**src/verilog/csl_pkg.sv**
```systemverilog
package csl_pkg;

  // Protection levels decoded from the three one-time lock bits.
  typedef enum logic [1:0] {
    LVL_NONE,
    LVL_ONE,
    LVL_TWO,
    LVL_THREE
  } csl_level_type;

  // Lock bit patterns, ordered {third, second, first}.
  localparam logic [2:0]  LOCK_NONE      = 3'h0;
  localparam logic [2:0]  LOCK_ONE       = 3'h1;
  localparam logic [2:0]  LOCK_TWO       = 3'h3;
  localparam logic [2:0]  LOCK_THREE     = 3'h7;

  // Register port offsets.
  localparam logic [7:0]  REG_LOCK       = 8'h00;
  localparam logic [7:0]  REG_KEY        = 8'h01;
  localparam logic [7:0]  REG_STATUS     = 8'h02;

  // Status register field positions.
  localparam int          ST_LEVEL_LO    = 0;
  localparam int          ST_LEVEL_HI    = 1;
  localparam int          ST_EA          = 2;
  localparam int          ST_PROG_REF    = 3;
  localparam int          ST_TBL_DENY    = 4;
  localparam int          ST_EXEC_DENY   = 5;
  localparam int          ST_VFY_DENY    = 6;

  // Reset and fill values.
  localparam logic [2:0]  LOCK_RESET     = 3'h0;
  localparam logic [7:0]  KEY_NONE       = 8'hFF;
  localparam logic [7:0]  BYTE_ZERO      = 8'h00;
  localparam logic [7:0]  BLOCK_DATA     = 8'hFF;
  localparam logic [15:0] ADDR_ZERO      = 16'h0000;

  // Program space layout and signature locations.
  localparam logic [15:0] INT_MEM_TOP    = 16'h3FFF;
  localparam logic [15:0] SIG_ADDR_MAKER = 16'h0030;
  localparam logic [15:0] SIG_ADDR_PART  = 16'h0031;
  localparam logic [15:0] SIG_ADDR_EXTRA = 16'h0060;

endpackage : csl_pkg

```
**src/verilog/csl_top.sv**
```systemverilog
// Behaviour
// - Three signature bytes at fixed addresses are readable by the programmer.
// - Verify readout works only while lock bits two and three are both clear.
// - Lock bit one blocks table reads from external code into internal memory.
// - Lock bit one latches the external-access select pin at reset.
// - Lock bit one refuses all further programming of internal program memory.
// - Lock bits one and two add a complete verify readout disable.
// - All three lock bits also forbid executing code from external memory.
// - Without lock bits no protection, yet verify data is scrambled by key.
`timescale 1ns/10ps

module csl_top #(
  // Signature values; arbitrary neutral identification codes.
  parameter logic [7:0] SIG_MAKER = 8'hA5,
  parameter logic [7:0] SIG_PART  = 8'h5A,
  parameter logic [7:0] SIG_EXTRA = 8'h3C
) (
  // Clock and reset.
  input  wire logic        clk_i,
  input  wire logic        reset_n_i,
  // Register port.
  input  wire logic [7:0]  reg_addr_i,
  input  wire logic [7:0]  reg_wdata_i,
  input  wire logic        reg_wr_i,
  input  wire logic        reg_rd_i,
  output logic      [7:0]  reg_rdata_o,
  // External-access select pin.
  input  wire logic        external_access_select_i,
  output logic             ea_effective_o,
  // CPU fetch path.
  input  wire logic        fetch_req_i,
  input  wire logic        fetch_from_ext_i,
  input  wire logic        code_table_read_i,
  input  wire logic [15:0] fetch_addr_i,
  input  wire logic [7:0]  int_rdata_i,
  input  wire logic [7:0]  ext_rdata_i,
  output logic      [7:0]  fetch_data_o,
  output logic             fetch_valid_o,
  output logic             fetch_denied_o,
  // Programmer port.
  input  wire logic        prog_rd_i,
  input  wire logic        prog_wr_i,
  input  wire logic [15:0] prog_addr_i,
  input  wire logic [7:0]  prog_wdata_i,
  input  wire logic [7:0]  prog_mem_rdata_i,
  output logic      [7:0]  prog_rdata_o,
  output logic             prog_rvalid_o,
  output logic             prog_denied_o,
  output logic             prog_mem_we_o,
  output logic      [15:0] prog_mem_addr_o,
  output logic      [7:0]  prog_mem_wdata_o
);

  ////////////////////////////////////////////////////////////////////////////
  // Declarations.

  csl_pkg::csl_level_type level;
  logic        table_block;
  logic        ea_hold;
  logic        prog_lock;
  logic        verify_off;
  logic        ext_exec_off;

  logic [2:0]  lock_q;
  logic [2:0]  lock_d;
  logic [7:0]  key_q;
  logic [7:0]  key_d;
  logic        cap_done_q;
  logic        ea_cap_q;
  logic        ea_cap_d;
  logic        ea_q;
  logic        ea_d;
  logic [6:0]  sticky_q;
  logic [6:0]  sticky_d;
  logic [6:0]  sticky_set;
  logic [7:0]  status_val;
  logic [7:0]  reg_rd_val;

  logic        wr_lock;
  logic        wr_key;
  logic        wr_status;
  logic        hit_lock;
  logic        hit_key;
  logic        hit_status;

  logic        tgt_int;
  logic        tbl_deny;
  logic        exec_deny;
  logic        fetch_deny;
  logic [7:0]  fetch_byte;

  logic        sig_hit;
  logic [7:0]  sig_byte;
  logic        key_on;
  logic [7:0]  vfy_byte;
  logic        vfy_deny;
  logic [7:0]  prog_byte;
  logic        pwr_ok;
  logic        pwr_refused;

  ////////////////////////////////////////////////////////////////////////////
  // Lock level decoder.

  csl_lock_decode u_decode (
    .lock_bits_i    (lock_q),
    .level_o        (level),
    .table_block_o  (table_block),
    .ea_hold_o      (ea_hold),
    .prog_lock_o    (prog_lock),
    .verify_off_o   (verify_off),
    .ext_exec_off_o (ext_exec_off)
  );

  ////////////////////////////////////////////////////////////////////////////
  // Register port decode.

  // Address hits, decoded as a priority chain of offsets.
  assign hit_lock   = (reg_addr_i == csl_pkg::REG_LOCK);
  assign hit_key    = !hit_lock && (reg_addr_i == csl_pkg::REG_KEY);
  assign hit_status = !hit_lock && !hit_key &&
                      (reg_addr_i == csl_pkg::REG_STATUS);

  assign wr_lock    = reg_wr_i && hit_lock;
  assign wr_key     = reg_wr_i && hit_key;
  assign wr_status  = reg_wr_i && hit_status;

  // Lock bits are one-time: a write can only add programmed bits.
  assign lock_d = wr_lock ? (lock_q | reg_wdata_i[2:0]) : lock_q;

  // The key is part of program memory, so it freezes with programming.
  assign key_d  = (wr_key && !prog_lock) ? reg_wdata_i : key_q;

  // Status byte: level, effective select and the sticky event flags.
  assign status_val = {1'b0,
                       sticky_q[csl_pkg::ST_VFY_DENY:csl_pkg::ST_PROG_REF],
                       ea_q, level};

  // Read data mux; unmapped offsets read as zero.
  assign reg_rd_val = hit_lock   ? {5'h00, lock_q} :
                      hit_key    ? key_q :
                      hit_status ? status_val :
                      csl_pkg::BYTE_ZERO;

  // Lock and key storage.
  always_ff @(posedge clk_i or negedge reset_n_i) begin
    if (!reset_n_i) begin
      lock_q <= csl_pkg::LOCK_RESET;
      key_q  <= csl_pkg::KEY_NONE;
    end else begin
      lock_q <= lock_d;
      key_q  <= key_d;
    end
  end

  // Read data stands only in the cycle after the read strobe.
  always_ff @(posedge clk_i or negedge reset_n_i) begin
    if (!reset_n_i) begin
      reg_rdata_o <= csl_pkg::BYTE_ZERO;
    end else begin
      reg_rdata_o <= reg_rd_i ? reg_rd_val : csl_pkg::BYTE_ZERO;
    end
  end

  ////////////////////////////////////////////////////////////////////////////
  // Sticky event flags.

  // Events from the fetch and programmer paths.
  assign sticky_set[csl_pkg::ST_LEVEL_LO] = 1'b0;
  assign sticky_set[csl_pkg::ST_LEVEL_HI] = 1'b0;
  assign sticky_set[csl_pkg::ST_EA]       = 1'b0;
  assign sticky_set[csl_pkg::ST_PROG_REF] = pwr_refused;
  assign sticky_set[csl_pkg::ST_TBL_DENY] = tbl_deny;
  assign sticky_set[csl_pkg::ST_EXEC_DENY] = exec_deny;
  assign sticky_set[csl_pkg::ST_VFY_DENY] = vfy_deny;

  // Write one to clear; a new event in the same cycle keeps the flag set.
  generate
    for (genvar i = 0; i < 7; i++) begin : g_sticky
      assign sticky_d[i] = sticky_set[i] ||
                           (sticky_q[i] && !(wr_status && reg_wdata_i[i]));
    end
  endgenerate

  // Flag storage.
  always_ff @(posedge clk_i or negedge reset_n_i) begin
    if (!reset_n_i) begin
      sticky_q <= 7'h00;
    end else begin
      sticky_q <= sticky_d;
    end
  end

  ////////////////////////////////////////////////////////////////////////////
  // External-access select handling.

  // The pin is caught at the first edge after reset release and kept in
  // the capture flop; a locked part shows that capture even when the lock
  // comes later, so a pin change can never move a locked part.
  assign ea_cap_d = cap_done_q ? ea_cap_q : external_access_select_i;
  assign ea_d     = (cap_done_q && ea_hold) ? ea_cap_q :
                    external_access_select_i;

  // Capture flag, reset capture and effective select.
  always_ff @(posedge clk_i or negedge reset_n_i) begin
    if (!reset_n_i) begin
      cap_done_q <= 1'b0;
      ea_cap_q   <= 1'b0;
      ea_q       <= 1'b0;
    end else begin
      cap_done_q <= 1'b1;
      ea_cap_q   <= ea_cap_d;
      ea_q       <= ea_d;
    end
  end

  // The effective select leaves the block straight from its flop.
  assign ea_effective_o = ea_q;

  ////////////////////////////////////////////////////////////////////////////
  // CPU fetch path.

  // A fetch goes to internal memory when at or below the top and not forced out.
  assign tgt_int = (fetch_addr_i <= csl_pkg::INT_MEM_TOP) && !ea_q;

  // Table reads by external code may not see internal bytes once any lock bit is set.
  assign tbl_deny = fetch_req_i && code_table_read_i && fetch_from_ext_i &&
                    tgt_int && table_block;

  // Instruction fetches from external memory are refused at top level.
  assign exec_deny = fetch_req_i && !code_table_read_i && !tgt_int &&
                     ext_exec_off;

  assign fetch_deny = tbl_deny || exec_deny;
  assign fetch_byte = fetch_deny ? csl_pkg::BLOCK_DATA :
                      tgt_int    ? int_rdata_i : ext_rdata_i;

  // Fetch answer, one cycle after the request.
  always_ff @(posedge clk_i or negedge reset_n_i) begin
    if (!reset_n_i) begin
      fetch_data_o   <= csl_pkg::BYTE_ZERO;
      fetch_valid_o  <= 1'b0;
      fetch_denied_o <= 1'b0;
    end else begin
      fetch_data_o   <= fetch_req_i ? fetch_byte : csl_pkg::BYTE_ZERO;
      fetch_valid_o  <= fetch_req_i && !fetch_deny;
      fetch_denied_o <= fetch_deny;
    end
  end

  ////////////////////////////////////////////////////////////////////////////
  // Programmer read path: signature and verify.

  // Signature bytes answer at their fixed addresses at every level.
  assign sig_hit  = (prog_addr_i == csl_pkg::SIG_ADDR_MAKER) ||
                    (prog_addr_i == csl_pkg::SIG_ADDR_PART)  ||
                    (prog_addr_i == csl_pkg::SIG_ADDR_EXTRA);
  assign sig_byte = (prog_addr_i == csl_pkg::SIG_ADDR_MAKER) ? SIG_MAKER :
                    (prog_addr_i == csl_pkg::SIG_ADDR_PART)  ? SIG_PART  :
                    SIG_EXTRA;

  // A key other than the erased value scrambles verify data.
  assign key_on   = (key_q != csl_pkg::KEY_NONE);
  assign vfy_byte = key_on ? (prog_mem_rdata_i ^ key_q)
                           : prog_mem_rdata_i;

  // Verify is refused once the second or third lock bit is set.
  assign vfy_deny = prog_rd_i && !sig_hit && verify_off;

  assign prog_byte = sig_hit  ? sig_byte :
                     vfy_deny ? csl_pkg::BLOCK_DATA : vfy_byte;

  ////////////////////////////////////////////////////////////////////////////
  // Programmer write path.

  // Any lock bit stops further programming of the array.
  assign pwr_ok      = prog_wr_i && !prog_lock;
  assign pwr_refused = prog_wr_i && prog_lock;

  // Programmer answers, one cycle after the strobe.
  always_ff @(posedge clk_i or negedge reset_n_i) begin
    if (!reset_n_i) begin
      prog_rdata_o     <= csl_pkg::BYTE_ZERO;
      prog_rvalid_o    <= 1'b0;
      prog_denied_o    <= 1'b0;
    end else begin
      prog_rdata_o     <= prog_rd_i ? prog_byte : csl_pkg::BYTE_ZERO;
      prog_rvalid_o    <= prog_rd_i && !vfy_deny;
      prog_denied_o    <= vfy_deny || pwr_refused;
    end
  end

  // Write strobe to the program array with its address and data.
  always_ff @(posedge clk_i or negedge reset_n_i) begin
    if (!reset_n_i) begin
      prog_mem_we_o    <= 1'b0;
      prog_mem_addr_o  <= csl_pkg::ADDR_ZERO;
      prog_mem_wdata_o <= csl_pkg::BYTE_ZERO;
    end else begin
      prog_mem_we_o    <= pwr_ok;
      prog_mem_addr_o  <= pwr_ok ? prog_addr_i : prog_mem_addr_o;
      prog_mem_wdata_o <= pwr_ok ? prog_wdata_i : prog_mem_wdata_o;
    end
  end

endmodule : csl_top

```
**src/verilog/csl_lock_decode.sv**
```systemverilog
`timescale 1ns/10ps

module csl_lock_decode (
  // Lock bits, one when programmed.
  input  wire logic [2:0]             lock_bits_i,
  // Decoded level and restrictions.
  output csl_pkg::csl_level_type      level_o,
  output logic                        table_block_o,
  output logic                        ea_hold_o,
  output logic                        prog_lock_o,
  output logic                        verify_off_o,
  output logic                        ext_exec_off_o
);

  // Map each legal pattern to its level; anything else is treated as the
  // strongest level so a stray bit can only tighten protection.
  always_comb begin
    case (lock_bits_i)
      csl_pkg::LOCK_NONE:  level_o = csl_pkg::LVL_NONE;
      csl_pkg::LOCK_ONE:   level_o = csl_pkg::LVL_ONE;
      csl_pkg::LOCK_TWO:   level_o = csl_pkg::LVL_TWO;
      csl_pkg::LOCK_THREE: level_o = csl_pkg::LVL_THREE;
      default:             level_o = csl_pkg::LVL_THREE;
    endcase
  end

  // Each level keeps every restriction of the levels below it.
  assign table_block_o  = (level_o != csl_pkg::LVL_NONE);
  assign ea_hold_o      = (level_o != csl_pkg::LVL_NONE);
  assign prog_lock_o    = (level_o != csl_pkg::LVL_NONE);
  assign verify_off_o   = (level_o == csl_pkg::LVL_TWO) ||
                          (level_o == csl_pkg::LVL_THREE);
  assign ext_exec_off_o = (level_o == csl_pkg::LVL_THREE);

endmodule : csl_lock_decode

```
**config.mk**
```make
export PLATFORM = sky130hd
export DESIGN_NAME = csl_top
export DESIGN_NICKNAME = d
export VERILOG_FILES = /design/src/verilog/csl_pkg.sv /design/src/verilog/csl_top.sv /design/src/verilog/csl_lock_decode.sv
export SDC_FILE = /design/constraint.sdc
export NUM_CORES = 1
export LEC_CHECK = 0
export ABC_AREA = 1
export BUFFER_PORTS_ARGS = -buffer_cell sky130_fd_sc_hd__clkbuf_2
export CAP_MARGIN = 20
export CORE_MARGIN = 4
export CORE_UTILIZATION = 42
export DETAILED_ROUTE_END_ITERATION = 10
export PLACE_DENSITY = 0.76
export SLEW_MARGIN = 30
export SYNTH_ARGS = -nofsm -noshare
export SYNTH_HDL_FRONTEND = slang
export SYNTH_SLANG_ARGS = --single-unit
```
**constraint.sdc**
```tcl
create_clock -name clk_i -period 1.3 [get_ports clk_i]
set_input_delay 0.39 -clock clk_i [delete_from_list [all_inputs] [get_ports clk_i]]
set_output_delay 0.39 -clock clk_i [all_outputs]
set_load 0.01 [all_outputs]
```
==> flow_results.org, run 1 <==
** Floorplan
- The die covers 8920 um2.
- The core region is 7250 um2.
- For this configuration, the core starts out at a cell density of 43.3%.
- For this design the top-level I/O count stands at 144.
- Row generation in the floorplan step produced 31 rows.
- The die is 94.5 um wide.
- Measured along the y axis, the die boundary spans 94.5 um.

** Critical path
- The most critical setup path has its endpoint at prog_mem_addr_o[3]$_DFFE_PN0P_.
- Sort of element at the start of the critical path :: flop
- The critical path is of the flop to flop type.
- On the worst path, the slowest cell contributes a delay of 0.41 ns.
- Counting cells, the worst reg-to-reg path comes to 8.
- The critical path runs through a total of 8 cells.
- Crit-path leading delay family :: buffers and inverters
- Crit. Startpoint :: lock_q[1]$_DFFE_PN0P_
- Critical path data required time :: 1.58 ns
- For this design, the slowest cell found on the critical path is sky130_fd_sc_hd__dfrtp_1.
- The worst setup path is captured at a flop.
- Counting both buffers and inverters, the worst setup path holds a total of 4.
- Cell-by-cell trace of the critical path :: inv_1, nand3_4, nor2_4, buf_12, buf_6, clkbuf_16, nand2_1, nand2_1
- The worst register-to-register path begins at lock_q[1]$_DFFE_PN0P_.
- FF-to-FF setup slack :: -0.07 ns
- Worst path most repeated cell :: sky130_fd_sc_hd__nand2_1
- Data on the critical path arrives at its endpoint at 1.64 ns.
- Along the worst path, the maximum fanout reaches 6.
- The worst register-to-register path ends at prog_mem_addr_o[3]$_DFFE_PN0P_.

** Clock tree
- CTS tree :: built
- CTS placed an instance of sky130_fd_sc_hd__clkbuf_8 at the clock tree root.
- At the later pin of the worst-skew pair, clock insertion delay measures 0.34 ns.
- The clock drives 71 sinks.
- Number of buffers created by CTS :: 9
- After clock tree synthesis, the clock-pin slew on the worst setup and hold paths is 0.08 ns.
- The H-tree was split into 3 levels.
- Maximum number of buffers from clock root to sink :: 2

** Routing
- Total via count in the routed design :: 3,113
- Drt via density :: 4.66
- Summed over all layers, the routed wires come to 8570 um.
- In the routed design, unresolved DRC markers number 0.
- The detail route stage leaves a number of antenna-violating nets equal to 0.
- Detailed Route Iter0 Violations :: 94
- Detailed-router iteration count before antenna repair :: 5
- Dividing the detail-routed wire length by the instance count gives 12.8 um.

** Pwr
- Worst voltage drop across the vdd grid :: 0.520 mV
- P_sw :: 1.21 mW
- The completed layout was analyzed and its total power is 5.25 mW.
- Of the total power, the share spent switching nets is 23.0%.
- Internal portion of total power :: 4.04 mW
- Clk network pwr share :: 44.2%
- In this run the power density over the cells is 1110 nW/um2.
- Leakage power :: 2.57 nW
- Logic pwr share :: 11.0%
- Sequential group share of total power :: 44.8%

** Synthesis
- The number of nets in the synthesized netlist is 471.
- The most used flip-flop cell after synthesis is sky130_fd_sc_hd__dfrtp_1.
- A synthesized cell averages 8.24 um2.
- Post-synthesis sequential area ratio :: 56.9%
- By instance count, the leading cell after synthesis is sky130_fd_sc_hd__nand2_1.
- Post-synthesis cell type with the largest combined area :: sky130_fd_sc_hd__dfrtp_1
- Counting distinct cell types in the post-synthesis netlist gives 27.
- Total of flip-flops plus latches after synthesis :: 71
- The commonest cells after synthesis are sky130_fd_sc_hd__nand2_1, sky130_fd_sc_hd__dfrtp_1, sky130_fd_sc_hd__nor2_1.
- By area the synthesized netlist is led by sky130_fd_sc_hd__dfrtp_1, sky130_fd_sc_hd__nand2_1, sky130_fd_sc_hd__dfstp_2.
- Fraction of synthesized cell area taken by the top area cell type :: 50.2%
- Gate count after technology mapping :: 381
- Counting flops with a built-in enable in the synthesized netlist gives 0.
- During synthesis, Yosys emitted a total of 0 warnings.
- Async set or reset register ratio after synthesis :: 100%
- After synthesis the cells add up to 3140 um2.

** STA
- Final Hold Violating Endpoints :: 0
- Setup violations remaining at the end of the flow were counted as 17.
- The final-report max-slew violation count is 0.
- In the post-route analysis, the smallest setup slack over all paths is -0.0674 ns.
- Clock skew :: 0.00832 ns
- Setup repair after global routing missed its margin :: true
- In the final timing run, aggregate negative setup slack is -0.594 ns.
- For this run, the top clock speed supported by timing is 731 MHz.
- The worst path uses 105% of the clock period.
- Tmin final :: 1.37 ns

** Placed design
- Once detailed placement completed, the half-perimeter wirelength came to 6100 um.
- Buffers placed on the I/O ports in this run total 129.
- Routability-driven placement finished with a final weighted congestion of 0.843.

** Finish
- At the end of the flow, the number of nets in the layout was 654.
- Area overhead of the layout relative to synthesis :: 50.1%
- The repair_antennas step left the layout with diodes totalling 0.
- Cells with a size suffix above 1 make up 43.4% of the layout.

** Global routing
- After global routing the overflow that remains totals 0.
- Global router's overall resource usage :: 18.8%
- The via count of the first global-routing pass came to 2,884.
- Entering global routing, the biggest net connects 72 pins.
- Global-route wire length before repair :: 13,100 um
- The number of antenna violations at the first check in global routing came to 0.

** Run status
- Violated checks :: negative setup slack
- Status :: finished, violations left

** Hold path
- The path class of the tightest hold or removal check is input port to async pin.

** Run
- Across the run, the number of max-cap violations was 0.
## cell usage in the layout (no fill, tap or decap), types with 3 or more instances in the layout
| cell type | Yosys | routed |
|---|---|---|
| sky130_fd_sc_hd__nand3_1 | 19 | 18 |
| sky130_fd_sc_hd__dfstp_2 | 8 | 8 |
| sky130_fd_sc_hd__o21ai_0 | 5 | 4 |
| sky130_fd_sc_hd__xnor2_1 | 7 | 7 |
| sky130_fd_sc_hd__buf_4 | 0 | 41 |
| sky130_fd_sc_hd__clkbuf_8 | 0 | 9 |
| sky130_fd_sc_hd__nand3_4 | 0 | 3 |
| sky130_fd_sc_hd__inv_1 | 22 | 21 |
| sky130_fd_sc_hd__buf_12 | 0 | 3 |
| sky130_fd_sc_hd__nor2_2 | 2 | 7 |
| sky130_fd_sc_hd__nor2_1 | 39 | 33 |
| sky130_fd_sc_hd__buf_6 | 1 | 4 |
| sky130_fd_sc_hd__nand2_1 | 175 | 161 |
| sky130_fd_sc_hd__clkbuf_2 | 1 | 127 |
| sky130_fd_sc_hd__o21ai_2 | 0 | 7 |
| sky130_fd_sc_hd__nand2_2 | 0 | 15 |
| sky130_fd_sc_hd__a21oi_1 | 5 | 5 |
| sky130_fd_sc_hd__dfrtp_1 | 63 | 62 |
| sky130_fd_sc_hd__bufinv_16 | 0 | 4 |
| sky130_fd_sc_hd__a31oi_1 | 3 | 3 |
## power by group through the flow
stage | logic (mW) | clock network, mW | registers (mW)
6_report | 0.577 | 2.32 | 2.35
5_1_grt | 0.647 | 2.50 | 2.36
4_1_cts | 0.545 | 2.37 | 2.35
3_5_place_dp | 0.534 | 0 | 2.39
3_3_place_gp | 0.523 | 0 | 2.39
2_1_floorplan | 0.163 | 0 | 2.43
## kinds of logic (layout without fill, tap and decap cells)
kind of cell              after synthesis  count (layout)  synth area share [%]
and+or+nand+nor                       248             250                  33.0
AOI/OAI and AO/OA                      21              21                  3.47
DFF                                    71              71                  56.9
buffers and inverters                  33             219                  4.54
xor gates and xnor gates                7               7                  1.95
other                                   1               1                 0.119
## metrics by stage
stage	setup WS (ns)	area [um2]	util (%)	hold slack, ns	std cells
after floorplan	-0.00782	3140	-	0.0944	381
after global routing	-0.101	4710	65.0	0.0842	668
final	-0.0674	4710	65.0	0.0392	668
after CTS	-0.0235	4420	61.0	0.0675	651
after global placement	-0.169	4110	56.7	0.442	632
after detailed placement	-0.229	4110	56.7	0.442	632
## registers in the layout, indices dropped and copies added (netlist names)
signal,flops
key_q,8
prog_mem_wdata_o,8
ea_cap_q,1
prog_denied_o,1
fetch_data_o,8
fetch_valid_o,1
prog_rvalid_o,1
cap_done_q,1
prog_mem_we_o,1
ea_effective_o,1
fetch_denied_o,1
reg_rdata_o,8
lock_q,3
prog_rdata_o,8
sticky_q,4
prog_mem_addr_o,16
## area by class of cell
type / instances / area, um2
clock buffers: 9 / 124
clock inverters: 7 / 144
fillers: 636 / 2540
inverters: 25 / 109
multi-input cells: 279 / 1340
flip-flops and latches: 71 / 1790
well taps: 99 / 124
repair buffers: 177 / 1080
repair inverters: 1 / 8.76
## how the worst min path moves through the flow
stage	endpoint	start	slack, ns	cells past startpoint
2_1_floorplan	cap_done_q$_DFF_PN0_	reset_n_i	0.09	0
3_3_place_gp	prog_mem_wdata_o[1]$_DFFE_PN0P_	reset_n_i	0.44	2
3_5_place_dp	prog_mem_wdata_o[6]$_DFFE_PN0P_	reset_n_i	0.44	2
4_1_cts	prog_mem_wdata_o[6]$_DFFE_PN0P_	reset_n_i	0.07	2
5_1_grt	prog_mem_wdata_o[1]$_DFFE_PN0P_	reset_n_i	0.08	2
6_report	prog_mem_wdata_o[6]$_DFFE_PN0P_	reset_n_i	0.04	2
## per-layer routing
metal | global-route usage [%] | vias up | share of wire (%)
li1 | - | 1545 | -
met1 | 23.4 | 1419 | 41
met2 | 31.8 | 142 | 49
met3 | 6.61 | 7 | 8.9
met4 | 3.97 | 0 | 0.65
met5 | 0 | - | 0
## repair_timing
action	4_1_cts	5_1_grt
buffers inserted	3	12
setup endpoints to repair	34	59
gates resized for setup	5	43
hold buffers	0	0
gates cloned	0	5
pin swaps	2	13
Power figures use the tool's default switching activity.
==> run 2, diff against run 1 <==
--- a/config.mk
+++ b/config.mk
@@ -8,10 +8,12 @@
 export ABC_AREA = 1
 export BUFFER_PORTS_ARGS = -buffer_cell sky130_fd_sc_hd__clkbuf_2
 export CAP_MARGIN = 20
+export CELL_PAD_IN_SITES_DETAIL_PLACEMENT = 1
+export CELL_PAD_IN_SITES_GLOBAL_PLACEMENT = 1
 export CORE_MARGIN = 4
-export CORE_UTILIZATION = 42
+export CORE_UTILIZATION = 30
 export DETAILED_ROUTE_END_ITERATION = 10
-export PLACE_DENSITY = 0.76
+export PLACE_DENSITY_LB_ADDON = 0.1
 export SLEW_MARGIN = 30
 export SYNTH_ARGS = -nofsm -noshare
 export SYNTH_HDL_FRONTEND = slang
==> flow_results.org, run 2 (synthesis results as in run 1) <==
** Run status
- The run finished, with violations left.
- Violated checks :: negative setup slack

** Critical path
- The worst register-to-register path ends at prog_mem_wdata_o[6]$_DFFE_PN0P_.
- Kind of capture point of the worst setup path :: output port
- The critical-path maximum fanout was 2 (-4).
- The number of cells on the worst reg-to-reg path was 7 (-1).
- The worst setup path is of the flop to output port kind.
- The worst setup path is launched from a flop.
- The worst reg-to-reg setup slack is -0.04 ns (+0.03 ns).
- The worst register-to-register path begins at lock_q[0]$_DFFE_PN0P_.
- The data required time of the worst path is 0.91 ns (-0.67 ns).
- Arrival time of data at the critical path endpoint :: 0.98 ns (-0.66 ns)

** Floorplan
- Starting utilization of the core area :: 30.6% (-13 points)
- The chip height came to 110 um (+17%).
- Area of the core :: 10,300 um2 (+42%)
- Die Width :: 110 um (+17%)
- The number of ports placed on the die boundary was 144 (unchanged).
- Standard-cell row count :: 37 (+19%)
- The overall die area is 12,200 um2 (+36%).

** Hold path
- Endpoint with the worst hold slack :: key_q[7]$_DFFE_PN1P_
- Min-delay worst type :: input port to flop
- Counting instances, the worst hold path has a depth of 3.
- Hold path startpoint :: reg_wdata_i[7]

** Pwr
- Cell area power density :: 941 nW/um2 (-15%)
- P_sw :: 1.23 mW (+1.9%)
- Total power after layout :: 4.56 mW (-13%)
- The fraction of power spent switching nets is 27.0% (+4.0 points).
- Clk network pwr share :: 35.1% (-9.1 points)
- The internal power consumption came to 3.33 mW (-18%).
- Sequential group share of total power :: 51.5% (+6.7 points)
- The maximum resistive drop on vdd was 0.393 mV (-24%).
- Leakage power :: 2.62 nW (+1.9%)
- The proportion of power drawn by combinational gates was 13.4% (+2.4 points).

** Clock tree
- Number of buffers created by CTS :: 9 (unchanged)
- The clock transition at the registers of the reported paths was 0.08 ns (about the same).
- CTS Root Cell :: sky130_fd_sc_hd__clkbuf_8
- CTS tree :: built
- The insertion delay to the later sink of the worst-skew pair is 0.35 ns (about the same).
- Number of clock sinks :: 71 (unchanged)
- The maximum level of the CTS H-tree was 3 (unchanged).
- The maximum buffer depth of the clock tree was 2 (unchanged).

** Global routing
- The pin count of the biggest net entering global routing is 31 (-57%).
- The via count of the first global-routing pass is 3,175 (+10%).
- Global-route wire length before repair :: 14,800 um (+14%)
- The combined global-route utilization of all metal layers was 15.9% (-2.9 points).
- The total congestion overflow after global routing was 0 (unchanged).
- Antenna violations before repair :: 0 (unchanged)

** Routing
- Routed wire length per instance :: 13.9 um (+8.7%)
- The number of DRC violations after detailed routing is 0 (unchanged).
- The mean number of vias per cell was 4.43 (-5.0%).
- The overall routed net length is 9920 um (+16%).
- The post-detailed-route count of antenna-violating nets was 0 (unchanged).
- The via count came to 3,147 (+1.1%).
- Detailed Route Iter0 Violations :: 66 (-30%)
- The first-pass iteration count of the detailed router was 4 (-1).

** STA
- Total Neg Setup Slack :: -0.530 ns (+0.0636 ns)
- The worst clock skew came to 0.00933 ns (+0.00102 ns).
- Count of final setup violators :: 29 (+12)
- The number of endpoints with negative hold slack in the final report is 0 (unchanged).
- Setup repair after global routing could not meet its margin everywhere.
- The post-layout worst setup margin was -0.0721 ns (-0.00471 ns).
- Tmin final :: 1.37 ns (+0.00471 ns)
- Final worst-path cycle share :: 106% (+0.36 points)
- Count of final max-slew check failures :: 0 (unchanged)
- The highest attainable clock frequency was 729 MHz (-0.34%).

** Finish
- Highest-count cells in the layout ignoring fill and taps :: sky130_fd_sc_hd__nand2_1, sky130_fd_sc_hd__clkbuf_2, sky130_fd_sc_hd__dfrtp_1
- Final Util :: 47.1% (-18 points)
- Relative to the synthesized area, the layout overhead comes to 54.3%.
- FF+latch area :: 1790 um2 (unchanged)
- The fraction of layout cells with a size suffix above 1 was 45.6% (+2.2 points).
- Final nets :: 660 (+0.92%)
- Count of filler cells inserted in the layout :: 1,303 (+100%)
- The library cell used most frequently in the layout, excluding fill and tap cells, is sky130_fd_sc_hd__nand2_1.
- Register containing the most flip-flops in the final layout :: prog_mem_addr_o
- Multi-input gate area in the final layout :: 1400 um2 (+4.7%)
- The number of diodes added for antenna fixing is 0 (unchanged).
- Flip-flop count of the largest register after layout :: 16 (unchanged)

** Placed design
- Pre-CTS worst setup slack :: -0.214 ns (+0.0158 ns)
- Detail Placement HPWL :: 7360 um (+21%)
- Weighted congestion reported at the end of routability-driven placement :: 0.772 (-8.4%)
- IO Port Bufs :: 129 (unchanged)

** Run
- Max-cap violations :: 0 (unchanged)
[run 2: cell types whose count changed in the layout (fill, tap and decap cells not counted), moves of 4 or more]
cell and delta:
sky130_fd_sc_hd__buf_12 +4, sky130_fd_sc_hd__bufinv_16 -4, sky130_fd_sc_hd__nand2_1 -16, sky130_fd_sc_hd__nand2_2 +12
sky130_fd_sc_hd__nand2_4 +4, sky130_fd_sc_hd__nor2_2 -5, sky130_fd_sc_hd__o21ai_1 +4, sky130_fd_sc_hd__o21ai_2 -4
[run 2: critical path, cell delays in order (launching register included)]
cell                      delay (ns)
sky130_fd_sc_hd__dfrtp_1        0.40
sky130_fd_sc_hd__buf_6          0.13
sky130_fd_sc_hd__buf_8          0.11
[run 2: worst max path at each step]
stage | start | end | slack (ns) | cells after the start
2_1_floorplan | reg_addr_i[3] | reg_rdata_o[5]$_DFF_PN0_ | -0.008 | 6
3_3_place_gp | reg_addr_i[3] | reg_rdata_o[1]$_DFF_PN0_ | -0.17 | 7
3_5_place_dp | prog_addr_i[11] | prog_rdata_o[4]$_DFF_PN0_ | -0.21 | 9
4_1_cts | ea_effective_o$_DFF_PN0_ | ea_effective_o | -0.11 | 2
5_1_grt | lock_q[0]$_DFFE_PN0P_ | prog_mem_wdata_o[6]$_DFFE_PN0P_ | -0.11 | 7
6_report | ea_effective_o$_DFF_PN0_ | ea_effective_o | -0.07 | 2
[run 2: power groups by stage]
stage	Sequential [mW]	Combinational, mW	Clock (mW)
2_1_floorplan	2.43	0.163	0
3_5_place_dp	2.39	0.563	0
5_1_grt	2.36	0.685	1.76
3_3_place_gp	2.39	0.552	0
6_report	2.35	0.612	1.60
4_1_cts	2.35	0.585	1.67
[run 2: layout make-up]
class | count | area share (%)
Clock inverter | 5 | 0.697
Sequential cell | 71 | 36.9
Tap cell | 136 | 3.51
Timing Repair Buffer | 182 | 24.4
Clock buffer | 11 | 2.92
Multi-Input combinational cell | 279 | 28.9
Inverter | 25 | 2.25
Timing Repair inverter | 2 | 0.413
[run 2: metrics by stage]
stage                     hold slack [ns]  instance area (um2)  cells
after detailed placement            0.273                 4260    677
after CTS                           0.215                 4510    697
final                               0.234                 4840    711
after floorplan                    0.0944                 3140    381
after global placement              0.276                 4260    677
after global routing                0.241                 4840    711
[run 2: timing repair]
item,4_1_cts,5_1_grt
hold buffers,1,0
pin swaps,1,17
gates resized for setup,13,57
endpoints found under the hold margin,14,0
setup endpoints to repair,34,55
setup buffers,2,11
cloned,1,4
[run 2: per-layer routing]
| metal | global-route usage (%) | routed length [um] | vias up | part of all wire, % |
|---|---|---|---|---|
| met4 | 5.01 | 97 | 0 | 0.98 |
| met2 | 27.9 | 5010 | 90 | 51 |
| li1 | - | - | 1553 | - |
| met3 | 3.38 | 700 | 9 | 7.1 |
| met5 | 0 | 0 | - | 0 |
| met1 | 19.5 | 4110 | 1495 | 41 |
==> run 3, diff against run 2 <==
--- a/config.mk
+++ b/config.mk
@@ -6,13 +6,13 @@
 export NUM_CORES = 1
 export LEC_CHECK = 0
 export ABC_AREA = 1
-export BUFFER_PORTS_ARGS = -buffer_cell sky130_fd_sc_hd__clkbuf_2
 export CAP_MARGIN = 20
 export CELL_PAD_IN_SITES_DETAIL_PLACEMENT = 1
 export CELL_PAD_IN_SITES_GLOBAL_PLACEMENT = 1
 export CORE_MARGIN = 4
-export CORE_UTILIZATION = 30
+export CORE_UTILIZATION = 40
 export DETAILED_ROUTE_END_ITERATION = 10
+export DONT_BUFFER_PORTS = 1
 export PLACE_DENSITY_LB_ADDON = 0.1
 export SLEW_MARGIN = 30
 export SYNTH_ARGS = -nofsm -noshare
==> flow_results.org, run 3 (synthesis results as in run 1) <==
** STA
- The worst clock skew came to 0.00735 ns (-0.00199 ns).
- Tmin final :: 1.30 ns (-0.0766 ns)
- Hold_ws :: -0.271 ns (-0.505 ns)
- Count of final setup violators :: 0 (-100%)
- Setup repair after global routing could not meet its margin everywhere.
- Final Hold Violating Endpoints :: 71 (+71)
- Final worst-path cycle share :: 99.7% (-5.9 points)
- The highest attainable clock frequency came to 772 MHz (+5.9%).
- Count of final max-slew check failures :: 0 (unchanged)

** Routing
- The iteration-0 DRC count of the detailed router is 41 (-38%).
- The routed wire length per instance came to 16.2 um (+16%).
- The first-pass iteration count of the detailed router is 4 (unchanged).
- Drt via density :: 4.95 (+12%)
- The number of DRC violations after detailed routing came to 0 (unchanged).
- Total via count in the routed design :: 2,621 (-17%)
- The post-detailed-route count of antenna-violating nets was 0 (unchanged).
- Final WL :: 8600 um (-13%)

** Clock tree
- The number of clock sinks seen by CTS was 71 (unchanged).
- TritonCTS built the clock tree.
- CTS H-tree lvls :: 3 (unchanged)
- CTS Root Cell :: sky130_fd_sc_hd__clkbuf_8
- Clock latency at the later pin of the worst-skew pair :: 0.34 ns (about the same)
- Number of buffers created by CTS :: 9 (unchanged)
- Clk pin slew, worst setup/hold paths :: 0.08 ns (about the same)
- The maximum buffer depth of the clock tree is 2 (unchanged).

** Critical path
- Launch point of the worst reg-to-reg path :: lock_q[1]$_DFFE_PN0P_
- Maximum fanout encountered on the critical timing path :: 2 (unchanged)
- The delay of the slowest cell on the worst path came to 0.42 ns (+0.02 ns).
- STA classifies the critical path endpoint as an output port.
- Cell-by-cell trace of the critical path :: buf_6
- The data required time of the worst path is 0.91 ns (about the same).
- By startpoint and endpoint, the worst setup path is classified as flop to output port.
- The number of buffer and inverter instances along the worst setup path came to 1 (-1).
- Crit-path leading delay family :: flip-flops
- Sort of element at the start of the critical path :: flop
- For this design, the slowest cell found on the critical path is sky130_fd_sc_hd__dfrtp_1.
- Reg2reg path depth :: 7 (unchanged)
- Worst reg2reg endpoint :: prog_rdata_o[4]$_DFF_PN0_
- FF-to-FF setup slack :: 0.01 ns (+0.05 ns)
- Arrival time of data at the critical path endpoint :: 0.91 ns (-0.07 ns)

** Global routing
- The via count of the first global-routing pass is 2,840 (-11%).
- Global router's overall resource usage :: 18.9% (+3.0 points)
- The wire length of the first global-routing pass is 14,200 um (-4.2%).
- The number of antenna violations at the first check in global routing is 0 (unchanged).
- The total congestion overflow after global routing is 0 (unchanged).
- The pin count of the biggest net entering global routing came to 72 (+130%).

** Floorplan
- The number of cell rows came to 32 (-14%).
- Area of the core :: 7690 um2 (-25%)
- The width of the die is 96.6 um (-12%).
- Number of primary I/O pins :: 144 (unchanged)
- The chip height came to 96.6 um (-12%).
- The starting density of the core is 40.9% (+10 points).
- The overall die area was 9330 um2 (-23%).

** Run status
- The flow ran to the end, but the final reports show violations.
- The final reports fail on negative hold slack.

** Placed design
- The estimated wirelength of the detail-placed design was 6400 um (-13%).
- Weighted congestion reported at the end of routability-driven placement :: 0.819 (+6.0%)
- IO Port Bufs :: 0 (-100%)

** Finish
- Count of filler cells inserted in the layout :: 909 (-30%)
- More flip-flops sit in one register than any other, and that register is prog_mem_addr_o.
- The fraction of layout cells with a size suffix above 1 was 28.0% (-18 points).
- Final nets :: 513 (-22%)
- The number of diodes added for antenna fixing was 0 (unchanged).
- Highest-count cells in the layout ignoring fill and taps :: sky130_fd_sc_hd__nand2_1, sky130_fd_sc_hd__dfrtp_1, sky130_fd_sc_hd__nor2_1
- The flip-flop count of the largest register after layout came to 16 (unchanged).
- The area growth from synthesis to layout is 27.4%.
- Leading cell type in the layout, fill and taps excluded :: sky130_fd_sc_hd__nand2_1

** Pwr
- Leakage power :: 1.99 nW (-24%)
- Logic pwr share :: 5.4% (-8.0 points)
- The total chip power was 4.35 mW (-4.6%).
- The ratio of total power to cell area came to 1090 nW/um2 (+16%).
- The maximum resistive drop on vdd is 0.593 mV (+51%).
- Internal portion of total power :: 3.29 mW (-1.2%)
- Clk network pwr share :: 39.2% (+4.1 points)
- The sequential group share of total power is 55.4% (+3.9 points).
- P_sw :: 1.06 mW (-14%)
- The fraction of power spent switching nets was 24.4% (-2.6 points).

** Hold path
- Min-delay worst type :: input port to async pin

** Run
- The total of max-cap violations is 0 (unchanged).
-- run 3: changes by cell type in the layout (fill, tap and decap cells not counted), moves of 2 or more --
| cell | delta |
|---|---|
| sky130_fd_sc_hd__buf_12 | -4 |
| sky130_fd_sc_hd__buf_4 | -12 |
| sky130_fd_sc_hd__buf_6 | -2 |
| sky130_fd_sc_hd__clkbuf_2 | -127 |
| sky130_fd_sc_hd__nand2_1 | +3 |
| sky130_fd_sc_hd__nand2_4 | -2 |
| sky130_fd_sc_hd__o21ai_1 | -4 |
| sky130_fd_sc_hd__o21ai_2 | +5 |
| sky130_fd_sc_hd__xnor2_1 | -2 |
| sky130_fd_sc_hd__xnor2_2 | +2 |
-- run 3: through the flow --
stage	area, um2	std cells	TNS, ns	utilization [%]	setup slack, ns
after floorplan	3140	381	-0.0156	-	-0.00782
after global placement	3470	504	-3.04	45.1	-0.148
after detailed placement	3470	504	-4.33	45.1	-0.176
final	4000	530	0	52.0	0.00448
after CTS	3790	525	-0.0148	49.3	-0.0148
after global routing	4000	530	-1.06	52.0	-0.0709
-- run 3: worst max path at each step --
| stage | from | endpoint | slack (ns) | cells past startpoint |
|---|---|---|---|---|
| detailed placement | lock_q[1]$_DFFE_PN0P_ | prog_mem_addr_o[0]$_DFFE_PN0P_ | -0.18 | 6 |
| global route | lock_q[1]$_DFFE_PN0P_ | prog_rdata_o[4]$_DFF_PN0_ | -0.07 | 7 |
| CTS | ea_effective_o$_DFF_PN0_ | ea_effective_o | -0.01 | 1 |
| global placement | lock_q[1]$_DFFE_PN0P_ | prog_mem_addr_o[0]$_DFFE_PN0P_ | -0.15 | 6 |
| floorplan | reg_addr_i[3] | reg_rdata_o[5]$_DFF_PN0_ | -0.008 | 6 |
| finish | ea_effective_o$_DFF_PN0_ | ea_effective_o | 0.004 | 1 |
-- run 3: what timing repair did --
item | in CTS | in global routing
resized for setup | 21 | 51
endpoints found under the hold margin | 71 | 71
setup buffers | 3 | 4
setup endpoints to repair | 49 | 51
pin swaps | 9 | 18
cloned | 2 | 1
-- run 3: power by group through the flow --
stage	combinational (mW)	clock [mW]	sequential (mW)
after floorplan	0.163	0	2.43
after global placement	0.192	0	2.45
after detailed placement	0.205	0	2.45
after CTS	0.211	1.76	2.41
after global routing	0.273	1.89	2.42
final	0.236	1.71	2.41
-- run 3: final cells by class --
class                   count  area [um2]  area share (%)
repair buffers             37         362            9.04
multi-input cells         279        1420            35.5
well taps                 102         128            3.19
flip-flops and latches     71        1790            44.7
inverters                  25         113            2.82
clock inverters             6        61.3            1.53
clock buffers              10         128            3.19
-- run 3: worst register-to-register path: cells and delay by family, from the launching register on --
family	cells	cell delay, ns
buffers and inverters	1	0.17
flip-flops	1	0.45
AND/OR/NAND/NOR	6	0.57
-- run 3: metal layers --
layer  vias up  GRT usage [%]  wire length [um]
met4         0           7.34               174
met2        88           33.2              4530
li1       1261              -                 -
met3        14           6.06               593
met1      1258           21.4              3310
met5         -              0                 0
